File: src/asc_pkg.sv
// register map, field layouts, counts and types of the serial control block
// Behaviour
// - loop mode feeds transmitter output to receiver; needs tx_on and rx_on
// - serial_enable_bit runs block and baud; clear forces tx flags high, tx irqs off
// - tx_invert flips every level on tx_pin, idle and break too
// - char_length_select picks 10-bit or 11-bit frames
// - parity_on puts parity in top payload bit
// - parity_odd_select picks odd or even, for send and check
// - wake method: address mark or idle line ends standby
// - idle_count_origin starts ones count after start bit or after stop bit
// - tx empty goes to interrupt, or to dma request when dma enabled
// - rx full goes to interrupt, or to dma request when dma enabled
// - tx_done_irq_en and idle_irq_en gate their flags onto interrupt
// - setting tx_on sends a preamble of 10 or 11 ones
// - clearing tx_on lets the current frame finish, then line idles high
// - clearing rx_on stops receiver, flags stay as they are
// - rx_standby mutes receiver interrupts until wake condition clears it
// - break_send set then cleared sends one break then one logic one
// - break_send held sends breaks back to back without gaps
// - rx_ninth_bit captured with received byte in 9-bit frames
// - tx_ninth_bit loaded into shifter with data byte as bit 8 in 9-bit frames with parity_on clear
// - four error enables gate overrun, noise, framing, parity flags
// - reset clears control bits, ninth bits keep their values
// - tx_empty sets on shifter load; tx_done sets when empty and idle
package asc_pkg;
	// ----------------------------------------
	// register indices
	// ----------------------------------------
	localparam logic [2:0] ADDR_FORMAT = 3'h0;
	localparam logic [2:0] ADDR_CTRL = 3'h1;
	localparam logic [2:0] ADDR_ERRC = 3'h2;
	localparam logic [2:0] ADDR_STAT1 = 3'h3;
	localparam logic [2:0] ADDR_STAT2 = 3'h4;
	localparam logic [2:0] ADDR_DATA = 3'h5;
	// ----------------------------------------
	// fields, frame sizes, flag positions
	// ----------------------------------------
	localparam int ERR_TX8_BIT = 6;
	localparam int CTL_TXON_BIT = 3;
	localparam logic [3:0] FRAME_LEN_8 = 4'hA;
	localparam logic [3:0] FRAME_LEN_9 = 4'hB;
	localparam int CLK_HZ = 100000000;
	localparam int BAUD_RATE = 9600;
	localparam int BAUD_DIV_DEF = CLK_HZ / BAUD_RATE;
	typedef struct packed {
		logic loop_select;
		logic serial_enable_bit;
		logic tx_invert;
		logic char_length_select;
		logic wake_select;
		logic idle_count_origin;
		logic parity_on;
		logic parity_odd_select;
	} asc_fmt_s;
	typedef struct packed {
		logic tx_empty_irq_en;
		logic tx_done_irq_en;
		logic rx_full_irq_en;
		logic idle_irq_en;
		logic tx_on;
		logic rx_on;
		logic rx_standby;
		logic break_send;
	} asc_ctl_s;
	typedef struct packed {
		logic rx_dma_req_en;
		logic tx_dma_req_en;
		logic overrun_irq_en;
		logic noise_irq_en;
		logic framing_irq_en;
		logic parity_err_irq_en;
	} asc_err_s;
	typedef struct packed {
		logic rd;
		logic wr;
		logic [2:0] addr;
		logic [7:0] wdata;
	} asc_bus_s;
	localparam asc_fmt_s RST_FMT = '0;
	localparam asc_ctl_s RST_CTL = '0;
	localparam asc_err_s RST_ERR = '0;
	typedef enum logic [1:0] {TX_IDLE = 2'b01, TX_SEND = 2'b10} asc_tx_e;
	typedef enum logic [1:0] {RX_IDLE = 2'b01, RX_RUN = 2'b10} asc_rx_e;
endpackage : asc_pkg

File: src/asc_serial_ctrl.sv
// serial interface control registers with transmitter and receiver
//
// Added by the designer: the plain strobed port and the register addresses.
`timescale 1ns/1ps
module asc_serial_ctrl
	import asc_pkg::*;
#(
	parameter int BAUD_DIV = BAUD_DIV_DEF // clock cycles per bit
) (
	input wire logic clock, // system clock
	input wire logic nrst, // async reset
	input wire asc_bus_s bus, // register request
	output logic [7:0] rdata, // read data
	input wire logic rx_pin, // serial input
	output logic tx_pin, // serial output
	output logic cpu_irq, // interrupt request
	output logic tx_dma_req, // tx dma request
	output logic rx_dma_req // rx dma request
);

	// ----------------------------------------
	// registers and decode
	// ----------------------------------------
	asc_fmt_s c1_ff;
	asc_ctl_s c2_ff;
	asc_err_s c3_ff;
	logic rx_ninth_ff;
	logic tx_ninth_ff;
	logic [7:0] tx_buf_ff;
	logic [7:0] rx_buf_ff;
	logic tx_empty_ff;
	logic tx_done_ff;
	logic [6:0] rxf_ff;
	logic arm_ff;
	logic wake_hit;
	logic rx_take;
	logic [7:0] rx_d;
	logic rx_b8;

	// strobes per register
	wire en = c1_ff.serial_enable_bit;
	wire cls = c1_ff.char_length_select;
	wire wr_fmt = bus.wr && (bus.addr == ADDR_FORMAT);
	wire wr_ctl = bus.wr && (bus.addr == ADDR_CTRL);
	wire wr_err = bus.wr && (bus.addr == ADDR_ERRC);
	wire wr_data = bus.wr && (bus.addr == ADDR_DATA);
	wire rd_data = bus.rd && (bus.addr == ADDR_DATA);
	wire rd_st1 = bus.rd && (bus.addr == ADDR_STAT1);
	wire rd_st2 = bus.rd && (bus.addr == ADDR_STAT2);
	// dma owns the flag when both enables are set
	wire tx_dma_on = c2_ff.tx_empty_irq_en && c3_ff.tx_dma_req_en;
	wire rx_dma_on = c2_ff.rx_full_irq_en && c3_ff.rx_dma_req_en;
	wire tx_clr = wr_data && (arm_ff || tx_dma_on);
	wire rx_clr = rd_data && (arm_ff || rx_dma_on);
	wire [3:0] frame_len = cls ? FRAME_LEN_9 : FRAME_LEN_8;

	// control registers, standby cleared by wake
	always_ff @(posedge clock or negedge nrst) begin
		if (!nrst) begin
			c1_ff <= RST_FMT;
			c2_ff <= RST_CTL;
			c3_ff <= RST_ERR;
		end else begin
			if (wr_fmt)
				c1_ff <= asc_fmt_s'(bus.wdata);
			if (wr_ctl)
				c2_ff <= asc_ctl_s'(bus.wdata);
			else if (wake_hit)
				c2_ff.rx_standby <= 1'b0;
			if (wr_err)
				c3_ff <= asc_err_s'(bus.wdata[5:0]);
		end
	end

	// data and ninth bits, untouched by reset
	always_ff @(posedge clock) begin
		if (wr_err)
			tx_ninth_ff <= bus.wdata[ERR_TX8_BIT];
		if (wr_data)
			tx_buf_ff <= bus.wdata;
		if (rx_take) begin
			rx_buf_ff <= rx_d;
			rx_ninth_ff <= rx_b8;
		end
	end

	// status read arms the flag clear on data access
	always_ff @(posedge clock or negedge nrst) begin
		if (!nrst)
			arm_ff <= 1'b0;
		else if (rd_st1 || rd_st2)
			arm_ff <= 1'b1;
		else if (rd_data || wr_data)
			arm_ff <= 1'b0;
	end

	// ----------------------------------------
	// baud divider
	// ----------------------------------------
	logic [15:0] bd_cnt_ff;
	wire bd_tick = en && (bd_cnt_ff == 16'(BAUD_DIV - 1));

	always_ff @(posedge clock or negedge nrst) begin
		if (!nrst)
			bd_cnt_ff <= '0;
		else if (!en || bd_tick)
			bd_cnt_ff <= '0;
		else
			bd_cnt_ff <= bd_cnt_ff + 16'h0001;
	end

	// ----------------------------------------
	// transmitter
	// ----------------------------------------
	asc_tx_e tx_state_ff;
	asc_tx_e nxt_tx_state;
	logic [10:0] tx_sh_ff;
	logic [3:0] tx_cnt_ff;
	logic pre_pend_ff;
	logic brk_run_ff;

	// frame assembly with parity in the top payload bit
	wire tx_last = (tx_state_ff == TX_SEND) && bd_tick && (tx_cnt_ff == 4'h1);
	wire tx_free = (tx_state_ff == TX_IDLE) || tx_last;
	wire [8:0] tx_pay = cls ? {1'b0, tx_buf_ff} : {2'b00, tx_buf_ff[6:0]};
	wire tx_par = (^tx_pay) ^ c1_ff.parity_odd_select;
	wire [7:0] tx_d = (c1_ff.parity_on && !cls) ? {tx_par, tx_buf_ff[6:0]} : tx_buf_ff;
	wire tx_b8 = c1_ff.parity_on ? tx_par : tx_ninth_ff;
	wire [10:0] tx_frame = cls ? {1'b1, tx_b8, tx_d, 1'b0} : {2'b11, tx_d, 1'b0};

	// what starts next: preamble, break, mark after break, data
	wire go_pre = tx_free && en && c2_ff.tx_on && pre_pend_ff;
	wire go_brk = tx_free && en && c2_ff.tx_on && c2_ff.break_send && !go_pre;
	wire go_mark = tx_free && en && brk_run_ff && !c2_ff.break_send && !go_pre;
	wire go_dat = tx_free && en && c2_ff.tx_on && !tx_empty_ff && !go_pre && !go_brk
		&& !go_mark;
	wire go_any = go_pre || go_brk || go_mark || go_dat;
	wire [10:0] tx_load = (go_pre || go_mark) ? 11'h7FF : (go_brk ? 11'h000 : tx_frame);
	wire [3:0] tx_load_cnt = go_mark ? 4'h1 : frame_len;
	wire tx_line = (tx_state_ff == TX_SEND) ? tx_sh_ff[0] : 1'b1;

	// transmit state
	always_comb begin
		case (tx_state_ff)
			TX_IDLE: nxt_tx_state = go_any ? TX_SEND : TX_IDLE;
			TX_SEND: nxt_tx_state = (go_any || !tx_last) ? TX_SEND : TX_IDLE;
			default: nxt_tx_state = TX_IDLE;
		endcase
		if (!en)
			nxt_tx_state = TX_IDLE;
	end

	// shifter, lsb first on each baud tick
	always_ff @(posedge clock or negedge nrst) begin
		if (!nrst) begin
			tx_state_ff <= TX_IDLE;
			tx_sh_ff <= 11'h7FF;
			tx_cnt_ff <= 4'h0;
		end else begin
			tx_state_ff <= nxt_tx_state;
			if (go_any) begin
				tx_sh_ff <= tx_load;
				tx_cnt_ff <= tx_load_cnt;
			end else if (bd_tick) begin
				tx_sh_ff <= {1'b1, tx_sh_ff[10:1]};
				tx_cnt_ff <= tx_cnt_ff - 4'h1;
			end
		end
	end

	// preamble request on tx_on rising, break memory
	always_ff @(posedge clock or negedge nrst) begin
		if (!nrst) begin
			pre_pend_ff <= 1'b0;
			brk_run_ff <= 1'b0;
		end else begin
			if (wr_ctl && bus.wdata[CTL_TXON_BIT] && !c2_ff.tx_on)
				pre_pend_ff <= 1'b1;
			else if (go_pre)
				pre_pend_ff <= 1'b0;
			if (!en)
				brk_run_ff <= 1'b0;
			else if (go_any || tx_free)
				brk_run_ff <= go_brk;
		end
	end

	// empty and done flags
	wire done_set = tx_empty_ff && (tx_state_ff == TX_IDLE) && !go_any && !wr_data;

	always_ff @(posedge clock or negedge nrst) begin
		if (!nrst) begin
			tx_empty_ff <= 1'b1;
			tx_done_ff <= 1'b1;
		end else if (!en) begin
			tx_empty_ff <= 1'b1;
			tx_done_ff <= 1'b1;
		end else begin
			if (go_dat)
				tx_empty_ff <= 1'b1;
			else if (tx_clr)
				tx_empty_ff <= 1'b0;
			if (done_set)
				tx_done_ff <= 1'b1;
			else if (tx_clr || go_any)
				tx_done_ff <= 1'b0;
		end
	end

	// registered pin, inversion covers every level
	always_ff @(posedge clock or negedge nrst) begin
		if (!nrst)
			tx_pin <= 1'b1;
		else
			tx_pin <= tx_line ^ c1_ff.tx_invert;
	end

	// ----------------------------------------
	// receiver
	// ----------------------------------------
	asc_rx_e rx_state_ff;
	asc_rx_e nxt_rx_state;
	logic [2:0] rx_hist_ff;
	logic [15:0] rx_cnt_ff;
	logic [3:0] rx_bit_ff;
	logic [10:0] rx_sh_ff;
	logic rx_nz_ff;
	logic [3:0] ones_ff;
	logic idle_arm_ff;

	// input select, three-sample vote
	wire rx_in = c1_ff.loop_select ? tx_line : rx_pin;
	wire rx_maj = (rx_hist_ff[0] & rx_hist_ff[1]) | (rx_hist_ff[0] & rx_hist_ff[2])
		| (rx_hist_ff[1] & rx_hist_ff[2]);
	wire rx_noisy = (|rx_hist_ff) && !(&rx_hist_ff);
	wire rx_active = en && c2_ff.rx_on;
	wire rx_run = rx_state_ff == RX_RUN;
	wire rx_samp = rx_cnt_ff == 16'h0000;
	wire rx_go = (rx_state_ff == RX_IDLE) && rx_active && rx_hist_ff[1] && !rx_hist_ff[0];
	wire rx_false = rx_run && rx_samp && (rx_bit_ff == 4'h0) && rx_maj;
	wire rx_done = rx_run && rx_samp && (rx_bit_ff == frame_len - 4'h1);

	// frame fields once the stop bit is sampled
	wire [10:0] rx_fr = {rx_maj, rx_sh_ff[10:1]};
	assign rx_d = cls ? rx_fr[8:1] : rx_fr[9:2];
	assign rx_b8 = rx_fr[9];
	wire [8:0] rx_pay = cls ? {rx_b8, rx_d} : {1'b0, rx_d};
	wire rx_perr = c1_ff.parity_on && ((^rx_pay) != c1_ff.parity_odd_select);
	wire rx_brk = (rx_pay == 9'h000) && !rx_maj;
	wire rx_msb = cls ? rx_b8 : rx_d[7];
	assign rx_take = rx_done && !rxf_ff[6];

	// idle detection and wake
	wire ones_top = ones_ff == frame_len;
	wire idle_hit = rx_active && !rx_run && rx_samp && rx_maj && (ones_ff == frame_len - 4'h1);
	assign wake_hit = c2_ff.rx_standby
		&& (c1_ff.wake_select ? (rx_done && rx_msb) : idle_hit);

	// receive state
	always_comb begin
		case (rx_state_ff)
			RX_IDLE: nxt_rx_state = rx_go ? RX_RUN : RX_IDLE;
			RX_RUN: nxt_rx_state = (rx_done || rx_false) ? RX_IDLE : RX_RUN;
			default: nxt_rx_state = RX_IDLE;
		endcase
		if (!rx_active)
			nxt_rx_state = RX_IDLE;
	end

	// bit timer and shifter
	always_ff @(posedge clock or negedge nrst) begin
		if (!nrst) begin
			rx_state_ff <= RX_IDLE;
			rx_hist_ff <= 3'h7;
			rx_cnt_ff <= '0;
			rx_bit_ff <= 4'h0;
			rx_sh_ff <= '0;
			rx_nz_ff <= 1'b0;
		end else begin
			rx_state_ff <= nxt_rx_state;
			rx_hist_ff <= {rx_hist_ff[1:0], rx_in};
			if (rx_go) begin
				rx_cnt_ff <= 16'(BAUD_DIV / 2);
				rx_bit_ff <= 4'h0;
				rx_nz_ff <= 1'b0;
			end else if (rx_samp) begin
				rx_cnt_ff <= 16'(BAUD_DIV - 1);
				if (rx_run) begin
					rx_sh_ff <= rx_fr;
					rx_bit_ff <= rx_bit_ff + 4'h1;
					rx_nz_ff <= rx_nz_ff | rx_noisy;
				end
			end else begin
				rx_cnt_ff <= rx_cnt_ff - 16'h0001;
			end
		end
	end

	// consecutive ones, origin after start or after stop
	always_ff @(posedge clock or negedge nrst) begin
		if (!nrst)
			ones_ff <= 4'h0;
		else if (!rx_active)
			ones_ff <= 4'h0;
		else if (rx_samp) begin
			if (!rx_run || !c1_ff.idle_count_origin)
				ones_ff <= !rx_maj ? 4'h0 : (ones_top ? ones_ff : ones_ff + 4'h1);
			else
				ones_ff <= 4'h0;
		end
	end

	// flags: full, idle, overrun, noise, framing, parity, break
	wire [6:0] rxf_set = {rx_take, idle_hit && idle_arm_ff, rx_done && rxf_ff[6],
		rx_take && (rx_nz_ff || rx_noisy), rx_take && !rx_maj, rx_take && rx_perr,
		rx_take && rx_brk};

	always_ff @(posedge clock or negedge nrst) begin
		if (!nrst) begin
			rxf_ff <= 7'h00;
			idle_arm_ff <= 1'b1;
		end else begin
			rxf_ff <= rxf_set | (rxf_ff & ~{7{rx_clr}});
			if (rx_take)
				idle_arm_ff <= 1'b1;
			else if (idle_hit)
				idle_arm_ff <= 1'b0;
		end
	end

	// ----------------------------------------
	// requests and read data
	// ----------------------------------------
	wire rx_ok = !c2_ff.rx_standby;
	wire tx_irq = en && ((tx_empty_ff && c2_ff.tx_empty_irq_en && !c3_ff.tx_dma_req_en)
		|| (tx_done_ff && c2_ff.tx_done_irq_en));
	wire rx_irq = rx_ok && ((rxf_ff[6] && c2_ff.rx_full_irq_en && !c3_ff.rx_dma_req_en)
		|| (rxf_ff[5] && c2_ff.idle_irq_en));
	wire err_irq = rx_ok && (|(rxf_ff[4:1] & {c3_ff.overrun_irq_en, c3_ff.noise_irq_en,
		c3_ff.framing_irq_en, c3_ff.parity_err_irq_en}));
	wire [7:0] rd_mux = (bus.addr == ADDR_FORMAT) ? c1_ff
		: (bus.addr == ADDR_CTRL) ? c2_ff
		: (bus.addr == ADDR_ERRC) ? {rx_ninth_ff, tx_ninth_ff, c3_ff}
		: (bus.addr == ADDR_STAT1) ? {tx_empty_ff, tx_done_ff, rxf_ff[6:1]}
		: (bus.addr == ADDR_STAT2) ? {6'h00, rxf_ff[0], rx_run}
		: (bus.addr == ADDR_DATA) ? rx_buf_ff : 8'h00;

	// registered outputs
	always_ff @(posedge clock or negedge nrst) begin
		if (!nrst) begin
			cpu_irq <= 1'b0;
			tx_dma_req <= 1'b0;
			rx_dma_req <= 1'b0;
			rdata <= 8'h00;
		end else begin
			cpu_irq <= tx_irq || rx_irq || err_irq;
			tx_dma_req <= en && tx_empty_ff && tx_dma_on;
			rx_dma_req <= rx_ok && rxf_ff[6] && rx_dma_on;
			rdata <= bus.rd ? rd_mux : 8'h00;
		end
	end
endmodule : asc_serial_ctrl

File: config.mk
export PLATFORM = sky130hd
export DESIGN_NAME = asc_serial_ctrl
export DESIGN_NICKNAME = d
export VERILOG_FILES = /design/src/asc_pkg.sv /design/src/asc_serial_ctrl.sv
export SDC_FILE = /design/constraint.sdc
export NUM_CORES = 1
export LEC_CHECK = 0
export BUFFER_PORTS_ARGS = -buffer_cell sky130_fd_sc_hd__buf_2
export CAP_MARGIN = 5
export CORE_MARGIN = 3
export CORE_UTILIZATION = 66
export DETAILED_ROUTE_END_ITERATION = 8
export GPL_TIMING_DRIVEN = 0
export PLACE_DENSITY = 0.86
export SYNTH_ARGS = -nofsm -noshare
export SYNTH_HDL_FRONTEND = slang
export SYNTH_SLANG_ARGS = --single-unit
export TNS_END_PERCENT = 100
File: constraint.sdc
create_clock -name clock -period 4.39 [get_ports clock]
set_input_delay 0.439 -clock clock [delete_from_list [all_inputs] [get_ports clock]]
set_output_delay 0.439 -clock clock [all_outputs]
set_load 0.02 [all_outputs]
* After elaboration in Yosys (flattened, before gate mapping) *
Index checks and enable logic that the tools add are counted.

cells by class
  add/sub/neg operators = 6
  multiply operators = 0
  divide/modulo/power cells = 0
  magnitude comparators = 0
  equal/unequal tests = 20
  shift operators = 0
  mux-type cells = 63
  bitwise logic cells = 13
  reduce and logical (&&, ||, !) cells = 128

operators with widths
  cell                   count
  $mux 8                 10
  $logic_and 1x1->1      69
  $mux 16                3
  $mux 11                4
  $mux 4                 11
  $mux 1                 25
  $logic_not 1->1        20
  $logic_or 1x1->1       20
  $reduce_xor 9->1       2
  $add 16x1->16 const B  1
  $eq 16x14->1 const B   1
  $logic_not 16->1       1
  $sub 16x1->16 const B  1
  $reduce_bool 2->1      7
  $eq 4x4->1             3
  $mux 2                 6
  $mux 10                1
  $logic_not 9->1        1
  $mux 9                 1
  $add 4x1->4 const B    2
  $pmux 2 s2             2
  $sub 4x1->4 const B    2
  $and 7x7->7            1
  $not 7->7              1
  22 further kinds       35

word-level totals
  register bits after elaboration = 139
  bits in latches = 0
  RAM bits = 0
  ROM bits = 0
  bits of input ports = 16
  output and inout bits = 12
  logic and storage cells = 279
  memories kept = 0

* Depth between registers and ports, before layout *
  depth after elaboration = 19
  depth in mapped cells = 10
  mapped depth without buffers = 8

* Worst setup path before layout *
OpenSTA, ideal clock, no wires.

  path kind = flip-flop to flip-flop
  start = register rx_cnt_ff[0]
  end = register rx_buf_ff[0], enable pin
  library setup time = 0.402 ns
  data arrival time = 2.256 ns
  required time = 3.988 ns
  path slack = 1.731 ns
  stages on the path, launching flop included = 6
  path buffers = 0
  period minus slack after synthesis = 2.659 ns
  cell sequence = dfrtp_1 > inv_1 > ha_1 > nor3b_1 > nand4_1 > nor4_1

on the way
  cells in the longest elaborated chain, start to end = 4

ends and longest elaborated chain
  element                          RTL line                text
  start: declaration               asc_serial_ctrl.sv:224  logic [15:0] rx_cnt_ff;
  start signal: assignment         asc_serial_ctrl.sv:283  rx_cnt_ff <= 16'(BAUD_DIV / 2);
  start signal: assignment         asc_serial_ctrl.sv:287  rx_cnt_ff <= 16'(BAUD_DIV - 1);
  start signal: assignment         asc_serial_ctrl.sv:294  rx_cnt_ff <= rx_cnt_ff - 16'h0001;
  $logic_not 16->1                 asc_serial_ctrl.sv:238  wire rx_samp = rx_cnt_ff == 16'h0000;
  $logic_and 1x1->1 (2 in series)  asc_serial_ctrl.sv:241  wire rx_done = rx_run && rx_samp && (rx_bit_ff == frame_len - 4'h1);
  $logic_and 1x1->1                asc_serial_ctrl.sv:251  assign rx_take = rx_done && !rxf_ff[6];
  via rx_take                      asc_serial_ctrl.sv:36   logic rx_take;
  end signal: assignment           asc_serial_ctrl.sv:82   rx_buf_ff <= rx_d;
  end: declaration                 asc_serial_ctrl.sv:30   logic [7:0] rx_buf_ff;

The timed path passes the listed nets, and every way through them passes these cells.
A chain may end at the register's enable or synchronous reset.

* Worst setup path after layout *
  start = register rx_cnt_ff[0]
  end = register rxf_ff[1]

on the way
  cells in the longest elaborated chain, start to end = 6

ends and longest elaborated chain
  element                          RTL line                text
  $logic_not 16->1                 asc_serial_ctrl.sv:238
  $logic_and 1x1->1 (2 in series)  asc_serial_ctrl.sv:241
  $logic_and 1x1->1                asc_serial_ctrl.sv:251
  via rx_take                      asc_serial_ctrl.sv:36
  $logic_and 1x1->1                asc_serial_ctrl.sv:315  rx_take && (rx_nz_ff || rx_noisy), rx_take && !rx_maj, rx_take && rx_perr,
  $or 7x7->7                       asc_serial_ctrl.sv:323  rxf_ff <= rxf_set | (rxf_ff & ~{7{rx_clr}});
  end signal: assignment           asc_serial_ctrl.sv:323
  end: declaration                 asc_serial_ctrl.sv:33   logic [6:0] rxf_ff;

The timed path passes the listed nets, and every way through them passes these cells.

==> flow_summary.yaml <==
synth:
  synth_nets: 652
  ys.flop_type: "dfrtp_1"
  synth.area.top_cells: "dfrtp_1, edfxtp_1, dfstp_2"
  ys_warn_count: 0
  synthSimpleGateAreaFrac_pct: 16.40
  syn_area_mm2: 0.006790
  synth_edf_count: 18
  synth_xor_area_share_pct: 5.546
  yosysTopAreaCell: "dfrtp_1"
  synth-seq-area-share_pct: 52.18
  synth_top_area_share_pct: 36.48
  synthMuxAreaShare_pct: 7.721
  synth_seq_cells: 137
  ys_types: 76
  synthAdderAreaFrac_pct: 3.096
  synth_top_family_by_area: "simple AND/OR/NAND/NOR gates"
  synth_cells: 620
  ys_async_sr_fraction_pct: 86.86
  avgSynthCellArea_um2: 10.95
  synth_compound_area_share_pct: 11.55
place:
  portBuffers: 25
  dp_hpwl_um: 10490
  placed_cells: 779
  routabilityCongestion: 0.9364
  placedInstanceArea_mm2: 0.007118
  dp_slack_ns: 1.581
global_route:
  antenna_found_initial: 0
  grt_max_degree: 74
  grt_pass1_wl_um: 25390
  grt_overflow: 0
  grtUsageTotal_pct: 28.54
  grt_pass1_vias: 5166
timing:
  slew_violations: 0
  fin_worst_skew_ns: 0.006741
  rsz0062_at_grt: "no"
  worst_pin_slew_ns: 1.133
  period_share_pct: 64.99
  fin_ws_ns: 1.537
  setup_viol: 0
  fin_tns_setup_ns: 0
  maxSlewHeadroom_pct: 23.88
  max_freq_ghz: 0.3505
  hold_viol: 0
  post-route-min-period_ns: 2.853
drt:
  drcViolationCount: 0
  wl_per_cell_um: 18.86
  ant_nets: 0
  firstDrtPassIters: 5
  drtIter0Drc: 366
  postRouteWirelength_um: 15320
  num_vias: 5051
  viasPerCell: 6.220
power_and_ir_drop:
  p_int_uw: 2737
  p_clk_share_pct: 34.8
  p_per_area_mw_per_mm2: 504.8
  p_comb_share_pct: 20.3
  leakagePower_uw: 0.003438
  vdd_ir_drop_max_v: 0.0003482
  switchingPower_uw: 1143
  sw_frac_of_total_pct: 29.46
  seq_power_share_pct: 44.8
clock_network:
  cts_sinks: 137
  cts_buffer_depth: 2
  clock_latency_ns: 0.52
  clk_pin_slew_ns: 0.06
  tritoncts: "done"
  cts_made_buffers: 17
  h-tree-depth: 4
  root_buffer: "clkbuf_8"
job:
  maxCapViolCount: 0
die:
  chipWidth_um: 107.4
  die_area_mm2: 0.01154
  core_mm2: 0.009910
  start_util_pct: 68.52
  die_h_um: 107.4
  io_pins: 28
  num_rows: 36
layout:
  insertedDiodeCount: 0
  fin_area_mm2: 0.007686
  fin_nets: 698
  layout_commonest_cell: "dfrtp_1"
  drive_gt1_share_pct: 19.59
  layout.cells.non_filler: 812
  fin_util_pct: 77.56
  syn2layout_area_growth_pct: 13.19
  final_cell_mix: "dfrtp_1, nand2_1, nor2_1, mux2_2, inv_1"
setup_path:
  reg2reg_depth: 7
  critical_path_class: "reg -> reg"
  worstPathRequired_ns: 4.85
  critical_path_arrival_ns: 3.31
  end_kind: "flop"
  cp_max_fo: 10
  start_kind: "flop"
hold_path:
  min_path_type: "in -> reg"
  hold_path_depth: 1
outcome:
  status: "completed"
## area by class of cell
| cell class | count | area (um^2) |
|---|---|---|
| clock buffer | 21 | 429.2 |
| fill | 614 | 2223 |
| buffer | 23 | 132.6 |
| clock inverter | 11 | 128.9 |
| inverter | 28 | 105.1 |
| sequential | 137 | 3543 |
| multi-input combinational | 432 | 3015 |
| timing repair buffer | 27 | 165.2 |
| tap | 133 | 166.4 |
## timing repair
action | CTS | global route
endpoints found under the hold margin | 41 | 0
hold buffers | 1 | 0
resized for setup | 0 | 0
buffers inserted | 0 | 0
## synthesized netlist by cell type, types with 2 or more instances
| cell | n |
|---|---|
| clkbuf_8 | 3 |
| o41ai_1 | 2 |
| o221ai_1 | 3 |
| a21o_1 | 8 |
| o211ai_1 | 3 |
| dfrtp_1 | 99 |
| inv_1 | 28 |
| dfstp_2 | 20 |
| nor2b_1 | 4 |
| nor4_1 | 7 |
| nor3_1 | 12 |
| nor3b_1 | 4 |
| a21oi_1 | 22 |
| ha_1 | 16 |
| edfxtp_1 | 18 |
| or3_1 | 8 |
| xnor2_1 | 27 |
| mux2_2 | 35 |
| o211a_1 | 2 |
| a211oi_1 | 7 |
| clkbuf_1 | 16 |
| or4_1 | 3 |
| nand2b_1 | 4 |
| and2_1 | 8 |
| or3b_2 | 2 |
| nor2_1 | 53 |
| nand2_1 | 55 |
| o31ai_1 | 4 |
| a31oi_1 | 5 |
| nand4_1 | 11 |
| or4b_2 | 2 |
| o22ai_1 | 2 |
| nand3_1 | 15 |
| o21ai_0 | 26 |
| xor2_1 | 16 |
| and3_1 | 3 |
| buf_6 | 2 |
| a22oi_1 | 13 |
| and2b_2 | 2 |
| o21a_1 | 2 |
| mux2i_1 | 13 |
## sequential cells by signal (all words and copies together), names as in the netlist, 7 cells and up
name / count
tx_sh_ff: 11
rx_cnt_ff: 16
bd_cnt_ff: 16
tx_buf_ff: 8
rx_sh_ff: 9
rxf_ff: 7
rx_buf_ff: 8
c2_ff: 8
rdata: 8
## kinds of logic (layout without fill, tap and decap cells)
logic type,Yosys count,in the layout
buf+inv,51,110
flops,137,137
mux,48,48
xor+xnor,43,43
simple gates,209,209
compound gates,115,115
fa+ha+maj,17,17
## power groups by stage
stage	Sequential [uW]	Combinational [uW]	Clock [uW]
after CTS	1730	786	1370
after global placement	1720	728	0
final	1740	789	1350
after global routing	1760	874	1430
after detailed placement	1740	767	0
after floorplan	1700	573	0
## path summary, 6_finish.rpt
kind	from	slack (ns)	to
max	rx_cnt_ff[0]	1.54	rxf_ff[1]
min	bus[7]	0.16	tx_buf_ff[7]
max reg2reg	rx_cnt_ff[0]	1.54	rxf_ff[1]
min reg2reg	rx_hist_ff[1]	0.39	rx_hist_ff[2]
max in group asynchronous	nrst	3.13	rx_hist_ff[1]
min in group asynchronous	nrst	0.47	tx_cnt_ff[1]
## critical path: stages (launching register included)
cell and delay [ns]:
dfrtp_1 0.42, inv_1 0.08, ha_1 0.18, nor3b_1 0.60
nand4_1 0.29, nor4_2 0.86, nand3_1 0.22, nand2_1 0.13
## per-stage QoR
step	total power, uW	hold WS, ns
floorplan	2277	0.1434
global placement	2453	0.3792
detailed placement	2512	0.3848
CTS	3882	0.1414
global route	4063	0.1314
finish	3880	0.1555
## routing by layer
| layer | GRT usage, % | part of all wire, % | up-vias |
|---|---|---|---|
| met5 | 0 | 0 | - |
| met2 | 50.00 | 52 | 185 |
| met3 | 6.659 | 5.2 | 44 |
| met1 | 33.80 | 40 | 2503 |
| li1 | - | - | 2319 |
| met4 | 11.90 | 3.2 | 0 |
(Power assumes the default switching activity.)
